## src/timer8_pkg.sv

```systemverilog
/*
 * Constants and carrier types of the eight-bit waveform timer.
 * Assumes one clock, the CPU clock, drives every user of this package.
 */
package timer8_pkg;

	// ----------------------------------------------------------------
	// Counter, capture and compare values
	// ----------------------------------------------------------------
	localparam logic [7:0] COUNT_RESET = 8'h00;
	localparam logic [7:0] TRIGGER_LOAD = 8'hFC;
	localparam logic [15:0] PULSE_CAPTURE_LOAD = 16'hFFFD;
	localparam logic [7:0] COMPARE_RESET = 8'h00;

	// ----------------------------------------------------------------
	// Tick divider
	// ----------------------------------------------------------------
	localparam int DIVIDER_WIDTH = 13;
	localparam logic [1:0] TICK_DIV4_CODE = 2'h0;
	localparam logic [1:0] TICK_DIV2_CODE = 2'h1;
	localparam logic [1:0] TICK_DIV8_CODE = 2'h2;
	localparam logic [12:0] TICK_DIV4 = 13'h0004;
	localparam logic [12:0] TICK_DIV2 = 13'h0002;
	localparam logic [12:0] TICK_DIV8 = 13'h0008;
	localparam int TICK_SLOW_DIV = 8000;

	// ----------------------------------------------------------------
	// Flag positions
	// ----------------------------------------------------------------
	localparam int FLAG_COUNT = 4;
	localparam int FLAG_CAP1 = 0;
	localparam int FLAG_CAP2 = 1;
	localparam int FLAG_CMP1 = 2;
	localparam int FLAG_CMP2 = 3;

	// ----------------------------------------------------------------
	// Types
	// ----------------------------------------------------------------
	typedef enum logic [2:0]
	{
		MODE_FREE = 3'b001,
		MODE_SINGLE = 3'b010,
		MODE_PWM = 3'b100
	} mode_t;

	typedef struct packed
	{
		logic capture_irq_enable;
		logic compare_irq_enable;
		logic after_pulse_level;
		logic during_pulse_level;
		logic trigger_edge_select;
		logic capture_edge_select_2;
		logic wave_pin_enable_1;
		logic single_pulse_select;
		logic pwm_select;
		logic [1:0] tick_divider_select;
	} timer_ctrl_t;

endpackage

```

## src/eight_bit_timer.sv

```systemverilog
/*
 * Eight-bit timer with single-pulse and PWM waveform modes, four event
 * flags with two-step clearing, and HALT freeze with capture arming.
 * Assumes software accesses arrive as one-cycle strobes on clk, and that
 * the pins trigger_in_1 and capture_in_2 are asynchronous to clk.
 */
module eight_bit_timer
	import timer8_pkg::*;
#(
	parameter int SLOW_DIVIDE = TICK_SLOW_DIV
)
(
	// Clock and reset
	input wire logic clk,
	input wire logic reset,
	// Configuration
	input timer_ctrl_t ctrl,
	input wire logic irq_mask_global,
	// Software access strobes
	input wire logic flags_read,
	input wire logic capture_access_1,
	input wire logic capture_access_2,
	input wire logic compare_access_1,
	input wire logic compare_access_2,
	input wire logic compare_write_1,
	input wire logic compare_write_2,
	input wire logic [7:0] compare_wdata,
	// Power management
	input wire logic halt_mode,
	input wire logic halt_exit_irq,
	// Pins
	input wire logic trigger_in_1,
	input wire logic capture_in_2,
	output logic wave_out_1,
	output logic wave_out_1_oe,
	// Status
	output logic [FLAG_COUNT-1:0] flags,
	output logic [7:0] counter_value,
	output logic [7:0] capture_value_1,
	output logic [7:0] capture_value_2,
	output logic [7:0] compare_value_1,
	output logic [7:0] compare_value_2,
	output logic timer_irq,
	output logic wake_request
);

	// ----------------------------------------------------------------
	// Pin synchronisers and edge detection
	// ----------------------------------------------------------------
	logic [1:0] trig_sync_reg;
	logic [1:0] cap2_sync_reg;
	logic trig_prev_reg;
	logic cap2_prev_reg;
	logic trig_edge;
	logic cap2_edge;

	always_ff @(posedge clk or posedge reset)
	begin
		if (reset)
		begin
			trig_sync_reg <= 2'h0;
			cap2_sync_reg <= 2'h0;
			trig_prev_reg <= 1'b0;
			cap2_prev_reg <= 1'b0;
		end
		else
		begin
			trig_sync_reg <= {trig_sync_reg[0], trigger_in_1};
			cap2_sync_reg <= {cap2_sync_reg[0], capture_in_2};
			trig_prev_reg <= trig_sync_reg[1];
			cap2_prev_reg <= cap2_sync_reg[1];
		end
	end

	assign trig_edge = ctrl.trigger_edge_select ? (trig_sync_reg[1] & ~trig_prev_reg)
		: (~trig_sync_reg[1] & trig_prev_reg);
	assign cap2_edge = ctrl.capture_edge_select_2 ? (cap2_sync_reg[1] & ~cap2_prev_reg)
		: (~cap2_sync_reg[1] & cap2_prev_reg);

	// ----------------------------------------------------------------
	// Mode selection
	// ----------------------------------------------------------------
	mode_t mode_reg;
	mode_t mode_next;

	always_comb
	begin
		case ({ctrl.pwm_select, ctrl.single_pulse_select})
			2'b10, 2'b11: mode_next = MODE_PWM;
			2'b01: mode_next = MODE_SINGLE;
			default: mode_next = MODE_FREE;
		endcase
	end

	always_ff @(posedge clk or posedge reset)
	begin
		if (reset)
			mode_reg <= MODE_FREE;
		else
			mode_reg <= mode_next;
	end

	// ----------------------------------------------------------------
	// Tick divider
	// ----------------------------------------------------------------
	localparam logic [DIVIDER_WIDTH-1:0] SLOW_LIMIT = DIVIDER_WIDTH'(SLOW_DIVIDE);
	logic [DIVIDER_WIDTH-1:0] div_reg;
	logic [DIVIDER_WIDTH-1:0] div_limit;
	logic tick;

	always_comb
	begin
		case (ctrl.tick_divider_select)
			TICK_DIV4_CODE: div_limit = TICK_DIV4;
			TICK_DIV2_CODE: div_limit = TICK_DIV2;
			TICK_DIV8_CODE: div_limit = TICK_DIV8;
			default: div_limit = SLOW_LIMIT;
		endcase
	end

	// The divider stops with the counter in HALT so a wake resumes mid-tick.
	assign tick = ~halt_mode && (div_reg >= div_limit - 1'b1);

	always_ff @(posedge clk or posedge reset)
	begin
		if (reset)
			div_reg <= '0;
		else if (halt_mode)
			div_reg <= div_reg;
		else if (tick)
			div_reg <= '0;
		else
			div_reg <= div_reg + 1'b1;
	end

	// ----------------------------------------------------------------
	// Counter and compare matching
	// ----------------------------------------------------------------
	logic [7:0] count_reg;
	logic [7:0] cmp_written_reg [2];
	logic [7:0] cmp_active_reg [2];
	logic pulse_trigger;
	logic match_1;
	logic match_2;

	assign pulse_trigger = (mode_reg == MODE_SINGLE) && trig_edge && ~halt_mode;
	assign match_1 = tick && (count_reg == cmp_active_reg[0]);
	assign match_2 = tick && (count_reg == cmp_active_reg[1]);

	always_ff @(posedge clk or posedge reset)
	begin
		if (reset)
			count_reg <= COUNT_RESET;
		else if (pulse_trigger)
			count_reg <= TRIGGER_LOAD;
		else if (mode_reg == MODE_PWM && match_2)
			count_reg <= TRIGGER_LOAD;
		else if (tick)
			count_reg <= count_reg + 1'b1;
	end

	// Outside PWM the working copy simply follows the written value.
	always_ff @(posedge clk or posedge reset)
	begin
		if (reset)
		begin
			cmp_written_reg[0] <= COMPARE_RESET;
			cmp_written_reg[1] <= COMPARE_RESET;
			cmp_active_reg[0] <= COMPARE_RESET;
			cmp_active_reg[1] <= COMPARE_RESET;
		end
		else
		begin
			if (compare_write_1)
				cmp_written_reg[0] <= compare_wdata;
			if (compare_write_2)
				cmp_written_reg[1] <= compare_wdata;
			if (mode_reg != MODE_PWM || match_2)
			begin
				cmp_active_reg[0] <= cmp_written_reg[0];
				cmp_active_reg[1] <= cmp_written_reg[1];
			end
		end
	end

	// ----------------------------------------------------------------
	// Waveform output
	// ----------------------------------------------------------------
	always_ff @(posedge clk or posedge reset)
	begin
		if (reset)
			wave_out_1 <= 1'b0;
		else
		begin
			case (mode_reg)
				MODE_SINGLE:
				begin
					if (pulse_trigger)
						wave_out_1 <= ctrl.during_pulse_level;
					else if (match_1)
						wave_out_1 <= ctrl.after_pulse_level;
				end
				MODE_PWM:
				begin
					// Match 2 wins a tie so the period boundary always lands.
					if (match_2)
						wave_out_1 <= ctrl.during_pulse_level;
					else if (match_1)
						wave_out_1 <= ctrl.after_pulse_level;
				end
				MODE_FREE:
				begin
					if (match_1)
						wave_out_1 <= ctrl.after_pulse_level;
				end
				default: wave_out_1 <= 1'b0;
			endcase
		end
	end

	assign wave_out_1_oe = ctrl.wave_pin_enable_1;

	// ----------------------------------------------------------------
	// Captures, HALT arming and flags
	// ----------------------------------------------------------------
	logic [1:0] halt_armed_reg;
	logic [FLAG_COUNT-1:0] flag_reg;
	logic [FLAG_COUNT-1:0] clr_armed_reg;
	logic [FLAG_COUNT-1:0] flag_set;
	logic [FLAG_COUNT-1:0] reg_access;
	logic [7:0] cap1_reg;
	logic [7:0] cap2_reg;
	logic free_cap1;
	logic wake_cap1;
	logic wake_cap2;

	assign free_cap1 = (mode_reg == MODE_FREE) && trig_edge && ~halt_mode;
	assign wake_cap1 = halt_exit_irq && halt_armed_reg[0];
	assign wake_cap2 = halt_exit_irq && halt_armed_reg[1];

	always_ff @(posedge clk or posedge reset)
	begin
		if (reset)
			halt_armed_reg <= 2'h0;
		else if (halt_exit_irq)
			halt_armed_reg <= 2'h0;
		else if (halt_mode)
			halt_armed_reg <= halt_armed_reg | {cap2_edge, trig_edge && mode_reg == MODE_FREE};
	end

	always_ff @(posedge clk or posedge reset)
	begin
		if (reset)
		begin
			cap1_reg <= COUNT_RESET;
			cap2_reg <= COUNT_RESET;
		end
		else
		begin
			if (pulse_trigger)
				cap1_reg <= PULSE_CAPTURE_LOAD[7:0];
			else if (free_cap1 || wake_cap1)
				cap1_reg <= count_reg;
			if ((cap2_edge && ~halt_mode) || wake_cap2)
				cap2_reg <= count_reg;
		end
	end

	always_comb
	begin
		flag_set[FLAG_CAP1] = free_cap1 || wake_cap1 || pulse_trigger
			|| (mode_reg == MODE_PWM && match_2);
		flag_set[FLAG_CAP2] = (cap2_edge && ~halt_mode) || wake_cap2;
		flag_set[FLAG_CMP1] = match_1 && mode_reg == MODE_FREE;
		flag_set[FLAG_CMP2] = match_2 && mode_reg != MODE_PWM;
	end

	assign reg_access = {compare_access_2, compare_access_1, capture_access_2, capture_access_1};

	// A new event in the clearing cycle keeps its flag set.
	always_ff @(posedge clk or posedge reset)
	begin
		if (reset)
		begin
			flag_reg <= '0;
			clr_armed_reg <= '0;
		end
		else
		begin
			for (int i = 0; i < FLAG_COUNT; i++)
			begin
				flag_reg[i] <= flag_set[i] || (flag_reg[i] && !(reg_access[i] && clr_armed_reg[i]));
				if (reg_access[i])
					clr_armed_reg[i] <= 1'b0;
				else if (flags_read && flag_reg[i])
					clr_armed_reg[i] <= 1'b1;
			end
		end
	end

	// ----------------------------------------------------------------
	// Outputs and interrupt request
	// ----------------------------------------------------------------
	assign flags = flag_reg;
	assign counter_value = count_reg;
	assign capture_value_1 = cap1_reg;
	assign capture_value_2 = cap2_reg;
	assign compare_value_1 = cmp_written_reg[0];
	assign compare_value_2 = cmp_written_reg[1];
	assign timer_irq = ~irq_mask_global
		&& ((ctrl.capture_irq_enable && (flag_reg[FLAG_CAP1] || flag_reg[FLAG_CAP2]))
		|| (ctrl.compare_irq_enable && (flag_reg[FLAG_CMP1] || flag_reg[FLAG_CMP2])));
	assign wake_request = timer_irq;
endmodule

```

## config.mk

```make
export PLATFORM = sky130hd
export DESIGN_NAME = eight_bit_timer
export DESIGN_NICKNAME = d
export VERILOG_FILES = /design/src/timer8_pkg.sv /design/src/eight_bit_timer.sv
export SDC_FILE = /design/constraint.sdc
export NUM_CORES = 1
export LEC_CHECK = 0
export BUFFER_PORTS_ARGS = -buffer_cell sky130_fd_sc_hd__buf_2
export CAP_MARGIN = 10
export CELL_PAD_IN_SITES_DETAIL_PLACEMENT = 0
export CELL_PAD_IN_SITES_GLOBAL_PLACEMENT = 1
export CORE_UTILIZATION = 43
export DETAILED_ROUTE_END_ITERATION = 10
export GPL_TIMING_DRIVEN = 0
export PLACE_DENSITY = 0.82
export SETUP_SLACK_MARGIN = 0.05
export SLEW_MARGIN = 10
export SYNTH_ARGS = -nofsm -noshare
export SYNTH_HDL_FRONTEND = slang
export SYNTH_SLANG_ARGS = --single-unit
```

## constraint.sdc

```tcl
create_clock -name clk -period 3.8 [get_ports clk]
set_clock_uncertainty 0.05 [all_clocks]
set_input_delay 1.14 -clock clk [delete_from_list [all_inputs] [get_ports clk]]
set_output_delay 1.14 -clock clk [all_outputs]
set_load 0.01 [all_outputs]
```

==> impl_metrics.py, run 1 <==
metrics = {
    "timing": {
        "tightest_slew_ns": 0.695,
        "slew_headroom": 0.537,
        "finalSetupViolCount": 0,
        "rsz0062_at_grt": "no",
        "fmax_mhz": 275,
        "worst_hold_slack_ns": 0.306,
        "finalCritPeriodShare": 0.957,
        "period_needed_ns": 3.64,
        "final_hold_viol_count": 0,
        "setup_slack_ns": 0.163,
        "slew_viol_final": 0,
    },
    "die": {
        "core_sq_um": 9420,
        "die-area_sq_um": 10300,
        "initial_core_util": 0.451,
        "rows": 35,
        "die_width_um": 101,
        "fp.dieH_um": 101,
        "ioPinCount": 81,
    },
    "hold_path": {
        "worstHoldPathCells": 0,
        "hold_path_end": "cap2_sync_reg[1]",
        "min_path_type": "reg -> reg",
        "worstHoldStart": "cap2_sync_reg[0]",
    },
    "logic_synthesis": {
        "syn-num-nets": 434,
        "ys.flop_type": "dfrtp_1",
        "yosysWarnings": 0,
        "synth-seq-cells": 89,
        "syn_avg_cell_area_sq_um": 11.0,
        "synth-edff-count": 0,
        "yosys.cell_types.count": 50,
        "syn_inst": 386,
        "syn-cell-area_sq_um": 4250,
        "async_reset_ff_frac": 1.00,
        "yosysSeqAreaShare": 0.524,
    },
    "worst_setup_path": {
        "required_ns": 3.99,
        "cp.arrival_ns": 3.83,
        "path_class": "in -> reg",
        "worstReg2RegEnd": "cmp_active_reg[14]",
        "rr_worst_depth": 8,
        "reg2reg_setup_slack_ns": 1.09,
        "r2r-start": "div_reg[10]",
        "worstSetupStartpointType": "input pin",
        "crit_fanout": 10,
        "end_kind": "flop",
    },
    "final_layout": {
        "nets": 527,
        "drive_gt1_frac": 0.302,
        "area_growth_pct": 19.0,
        "seqCellArea_sq_um": 2230,
        "largest_reg_flops": 16,
        "post-route-util": 0.537,
        "diodes": 0,
        "layout_common_cells": "dfrtp_1, buf_2, nor2_1, nand2_1, mux2_2",
        "fillCellCount": 874,
        "multi_input_comb_area_sq_um": 1910,
        "layout_commonest_cell": "dfrtp_1",
    },
    "power": {
        "vdd_drop_max_mv": 0.223,
        "p_leak_uw": 0.00242,
        "powerDensity_nw_per_um2": 524,
    },
    "route": {
        "dr.first_iter.drc_count": 105,
        "dr_total_vias": 3204,
        "drt-total-wl_um": 9170,
        "antenna_left": 0,
        "post_drt_wl_per_cell_um": 15.0,
        "drc_errors": 0,
        "wl_met3_um": 393,
        "routed_via_density": 5.23,
        "wl_met1_um": 4440,
        "dr.pass1.iters": 4,
        "dr_wl_met2_um": 4240,
        "highest_layer": "met4",
    },
    "global_routing": {
        "antenna_found_initial": 0,
        "first_global_vias": 3144,
        "track_usage": 0.195,
        "grt_pass1_wl_um": 15400,
        "grt-ovfl-total": 0,
        "grt_max_degree": 59,
    },
    "status": {
        "status": "finished, final reports clean",
    },
    "clock_network": {
        "cts_tree": "done",
        "clkSinkCount": 89,
        "cts_resized": 0,
        "cts_hold_buf": 0,
        "clk_path_buf_depth": 2,
        "cts.clk_slew.worst_paths_ns": 0.10,
        "cts_htree_levels": 3,
        "worstSkewPairLatency_ns": 0.36,
        "clockRootBuffer": "clkbuf_8",
        "numCtsBuffers": 9,
    },
    "placed_design": {
        "pre_cts_ws_ns": -0.275,
        "detailed_place_hpwl_um": 6880,
        "gp_congestion": 0.789,
        "io_buffers": 76,
    },
    "flow_run": {
        "drv_cap": 0,
    },
}
==> critical path, stage by stage <==
cell and delay [ns]:
buf_2 0.12, or2_2 0.29, ha_1 0.28, ha_1 0.29, nand3_1 0.11, nor2_1 0.06, a211o_1 0.35, o31a_1 0.41
a21oi_4 0.28, buf_8 0.20, mux2_4 0.31
==> where the power goes <==
part | internal, uW | switching (uW)
registers | 1120 | 150
clock network | 257 | 380
logic | 344 | 393
total | 1730 | 923
==> synthesized netlist by cell type (2+ instances only) <==
library cell	n	area [sq um]
xor2_1	16	140
nor2b_1	2	12.5
and2_1	5	31.3
a21oi_1	17	85.1
o21ai_0	25	125
clkbuf_1	14	52.6
nor2_1	33	124
nand3b_1	3	22.5
nor4_1	2	12.5
a21o_1	2	15.0
mux2_2	29	327
nand2b_1	5	31.3
ha_1	15	188
buf_4	2	15.0
nand4_1	4	25.0
nand3_1	12	60.1
mux2_4	10	150
xnor2_1	8	70.1
buf_1	2	7.51
a32o_1	2	20.0
inv_1	8	30.0
a22oi_1	3	22.5
a211oi_1	2	15.0
o311ai_0	2	17.5
nand2_1	33	124
nor3_1	10	50.1
dfrtp_1	88	2200
and3_1	8	50.1
a2bb2oi_1	3	26.3
==> logic make-up after synthesis <==
family,share of synthesized area
and+or+nand+nor,0.143
other,0.000882
AOI/OAI and AO/OA,0.0954
adders and majority gates,0.0442
muxes,0.115
buffers and inverters,0.0283
DFF,0.524
xor gates and xnor gates,0.0495
==> through the flow <==
stage / instance area (sq um) / instances / setup TNS, ns / power [uW]
finish: 5060 / 613 / 0 / 2650
global placement: 4790 / 591 / -67.78 / 2000
global route: 5060 / 613 / 0 / 2840
detailed placement: 4820 / 592 / -3.55 / 2030
CTS: 5020 / 608 / 0 / 2670
floorplan: 4250 / 386 / 0 / 1760
==> what timing repair did <==
item                                    in CTS  in global routing
endpoints found under the setup margin       0                 10
endpoints found under the hold margin        0                  0
buffers inserted                             0                  5
==> worst max path at each step <==
stage	from	to	depth (start not counted)
after floorplan	ctrl[0]	cmp_active_reg[0]	10
after CTS	ctrl[0]	cmp_active_reg[14]	11
after detailed placement	ctrl[0]	cmp_active_reg[13]	11
after global routing	ctrl[0]	cmp_active_reg[14]	11
after global placement	reset	capture_value_1[2]	2
final	ctrl[0]	cmp_active_reg[14]	11
==> metal layers <==
metal,vias to the layer above,GRT usage
met5,-,0
met4,0,0.0691
met3,8,0.0352
met2,81,0.310
met1,1575,0.269
li1,1540,-
==> area by class of cell <==
cell class / instances / share of cell area
plain buffers: 19 / 0.0178
flip-flops and latches: 89 / 0.441
repair buffers: 82 / 0.0881
clock inverters: 7 / 0.0141
well taps: 129 / 0.0319
multi-input cells: 270 / 0.377
inverters: 8 / 0.00643
clock buffers: 9 / 0.0245
No activity file was read; power rests on OpenSTA's default activity.
==> run 2, diff against run 1 <==
Settings changed: CELL_PAD_IN_SITES_DETAIL_PLACEMENT 0 to 1, SETUP_SLACK_MARGIN 0.05 to default.
==> run 2 against run 1 <==
Global-route usage increased by 3.2 points. Count of clock-buffer cells in the layout increased by 1. Setup slack got worse by 0.064 ns. Worst hold slack about the same. Sequential cell count unchanged. Largest power group unchanged. Highest routed layer unchanged.
==> impl_metrics.py, run 2 (synthesis gave the netlist of run 1 again) <==
metrics = {
    "status": {
        "status": "finished, final reports clean",
    },
    "timing": {
        "tightest_slew_ns": 0.737,
        "finalSetupViolCount": 0,
        "fmax_mhz": 270,
        "slew_headroom": 0.509,
        "slew_viol_final": 0,
        "finalCritPeriodShare": 0.974,
        "period_needed_ns": 3.70,
        "worst_hold_slack_ns": 0.306,
        "rsz0062_at_grt": "no",
        "tns_ns": 0,
        "final_hold_viol_count": 0,
    },
    "worst_setup_path": {
        "path_class": "in -> reg",
        "reg2reg_setup_slack_ns": 1.01,
        "worstSetupStartpoint": "ctrl[0]",
        "crit_top_cell": "ha_1",
        "r2r-start": "div_reg[10]",
        "cp.arrival_ns": 3.90,
        "rr_worst_depth": 8,
        "crit_path_max_incr_delay_ns": 0.40,
        "cp_cell_sequence": "buf_2 -> or2_2 -> ha_1 -> ha_1 -> nand3_1 -> nor2_1 -> a211o_1 -> o31a_1 -> a21oi_4 -> buf_8 -> mux2_4",
        "critPathBufInv": 2,
        "end_kind": "flop",
        "path_depth": 11,
        "crit_fanout": 10,
        "worstReg2RegEnd": "cmp_active_reg[12]",
        "critPathSlowestCell": "o31a_1",
        "worstSetupStartpointType": "input pin",
        "cp_top_family": "compound AO/OA/AOI/OAI gates",
        "required_ns": 4.00,
    },
    "power": {
        "p_sw_frac": 0.346,
        "p_seq_frac": 0.465,
        "vdd_drop_max_mv": 0.210,
        "clkPwrFrac": 0.256,
        "power_frac_comb": 0.279,
        "power.switching_uw": 952,
        "power_uw": 2750,
        "p_leak_uw": 0.00240,
        "powerDensity_nw_per_um2": 546,
        "internal-power_uw": 1800,
    },
    "clock_network": {
        "worstSkewPairLatency_ns": 0.37,
        "cts_resized": 0,
        "cts_hold_buf": 0,
        "cts_htree_levels": 3,
        "numCtsBuffers": 9,
        "clkSinkCount": 89,
        "clockRootBuffer": "clkbuf_8",
        "cts.clk_slew.worst_paths_ns": 0.09,
        "clk_path_buf_depth": 2,
        "post_cts_buffers": 0,
        "cts_tree": "done",
    },
    "hold_path": {
        "worstHoldStart": "trig_sync_reg[0]",
        "worstHoldPathCells": 0,
        "min_path_type": "reg -> reg",
        "hold_path_end": "trig_sync_reg[1]",
    },
    "route": {
        "drt-total-wl_um": 10700,
        "highest_layer": "met4",
        "drc_errors": 0,
        "post_drt_wl_per_cell_um": 17.6,
        "wl_met3_um": 283,
        "antenna_left": 0,
        "dr_total_vias": 3267,
        "dr.pass1.iters": 4,
        "dr.first_iter.drc_count": 107,
        "dr_wl_met2_um": 5340,
        "wl_met1_um": 4980,
        "routed_via_density": 5.37,
    },
    "global_routing": {
        "track_usage": 0.227,
        "grt-ovfl-total": 0,
        "grt_pass1_wl_um": 17800,
        "antenna_found_initial": 0,
        "first_global_vias": 3486,
        "grt_max_degree": 59,
    },
    "final_layout": {
        "layout_commonest_cell": "dfrtp_1",
        "fillCellCount": 1068,
        "nets": 522,
        "post-route-util": 0.535,
        "diodes": 0,
        "largest_reg_flops": 16,
        "layout_common_cells": "dfrtp_1, buf_2, nor2_1, nand2_1, mux2_2",
        "area_growth_pct": 18.5,
        "drive_gt1_frac": 0.294,
        "fin_area_sq_um": 5030,
    },
    "placed_design": {
        "detailed_place_hpwl_um": 7920,
        "place_area_sq_um": 4820,
        "gp_congestion": 0.789,
        "io_buffers": 76,
    },
    "die": {
        "rows": 35,
        "ioPinCount": 81,
        "core_sq_um": 9420,
        "fp.dieH_um": 101,
        "die_width_um": 101,
        "initial_core_util": 0.451,
        "die-area_sq_um": 10300,
    },
    "flow_run": {
        "drv_cap": 0,
    },
}
## run 2: changes by cell type in the layout (fill, tap and decap cells not counted), sizes merged
cell / delta
clkbuf: +1
clkinv: -1
inv: -1
buf: -5
bufinv: +1
## run 2: area by class of cell
cell class	instances	area, sq um	area share
well taps	129	161	0.0321
clock inverters	6	71.3	0.0142
repair buffers	77	408	0.0810
clock buffers	10	138	0.0273
multi-input cells	270	1910	0.378
flip-flops and latches	89	2230	0.443
inverters	8	32.5	0.00646
plain buffers	19	90.1	0.0179
## run 2: worst register-to-register path, stage by stage (launching register included)
cell and delay [ns]:
dfrtp_1 0.43, ha_1 0.33, a211oi_1 0.23, nor2_1 0.09, a211o_1 0.30, o31a_1 0.41, a21oi_4 0.31, buf_8 0.21
mux2_4 0.32
## run 2: stage by stage
| step | setup WS [ns] | std cells |
|---|---|---|
| final | 0.0990 | 608 |
| after global routing | 0.000550 | 608 |
| after global placement | -0.736 | 591 |
| after floorplan | 0.0811 | 386 |
| after detailed placement | -0.307 | 592 |
| after CTS | 0.0756 | 608 |
## run 2: how the worst max path moves through the flow
stage,to,slack (ns)
2_1_floorplan,cmp_active_reg[0],0.08
3_3_place_gp,capture_value_1[2],-0.74
3_5_place_dp,cmp_active_reg[12],-0.31
4_1_cts,cmp_active_reg[12],0.08
5_1_grt,cmp_active_reg[12],0.0006
6_report,cmp_active_reg[12],0.1
## run 2: power groups by stage
stage / registers, uW / clock network, uW / logic (uW)
6_report: 1280 / 704 / 766
5_1_grt: 1310 / 758 / 852
2_1_floorplan: 1310 / 0 / 441
4_1_cts: 1280 / 715 / 776
3_3_place_gp: 1280 / 0 / 711
3_5_place_dp: 1300 / 0 / 758
## run 2: per-layer routing
layer	global-route usage	vias up
met2	0.380	77
met3	0.0276	12
li1	-	1533
met5	0	-
met1	0.305	1645
met4	0.0836	0
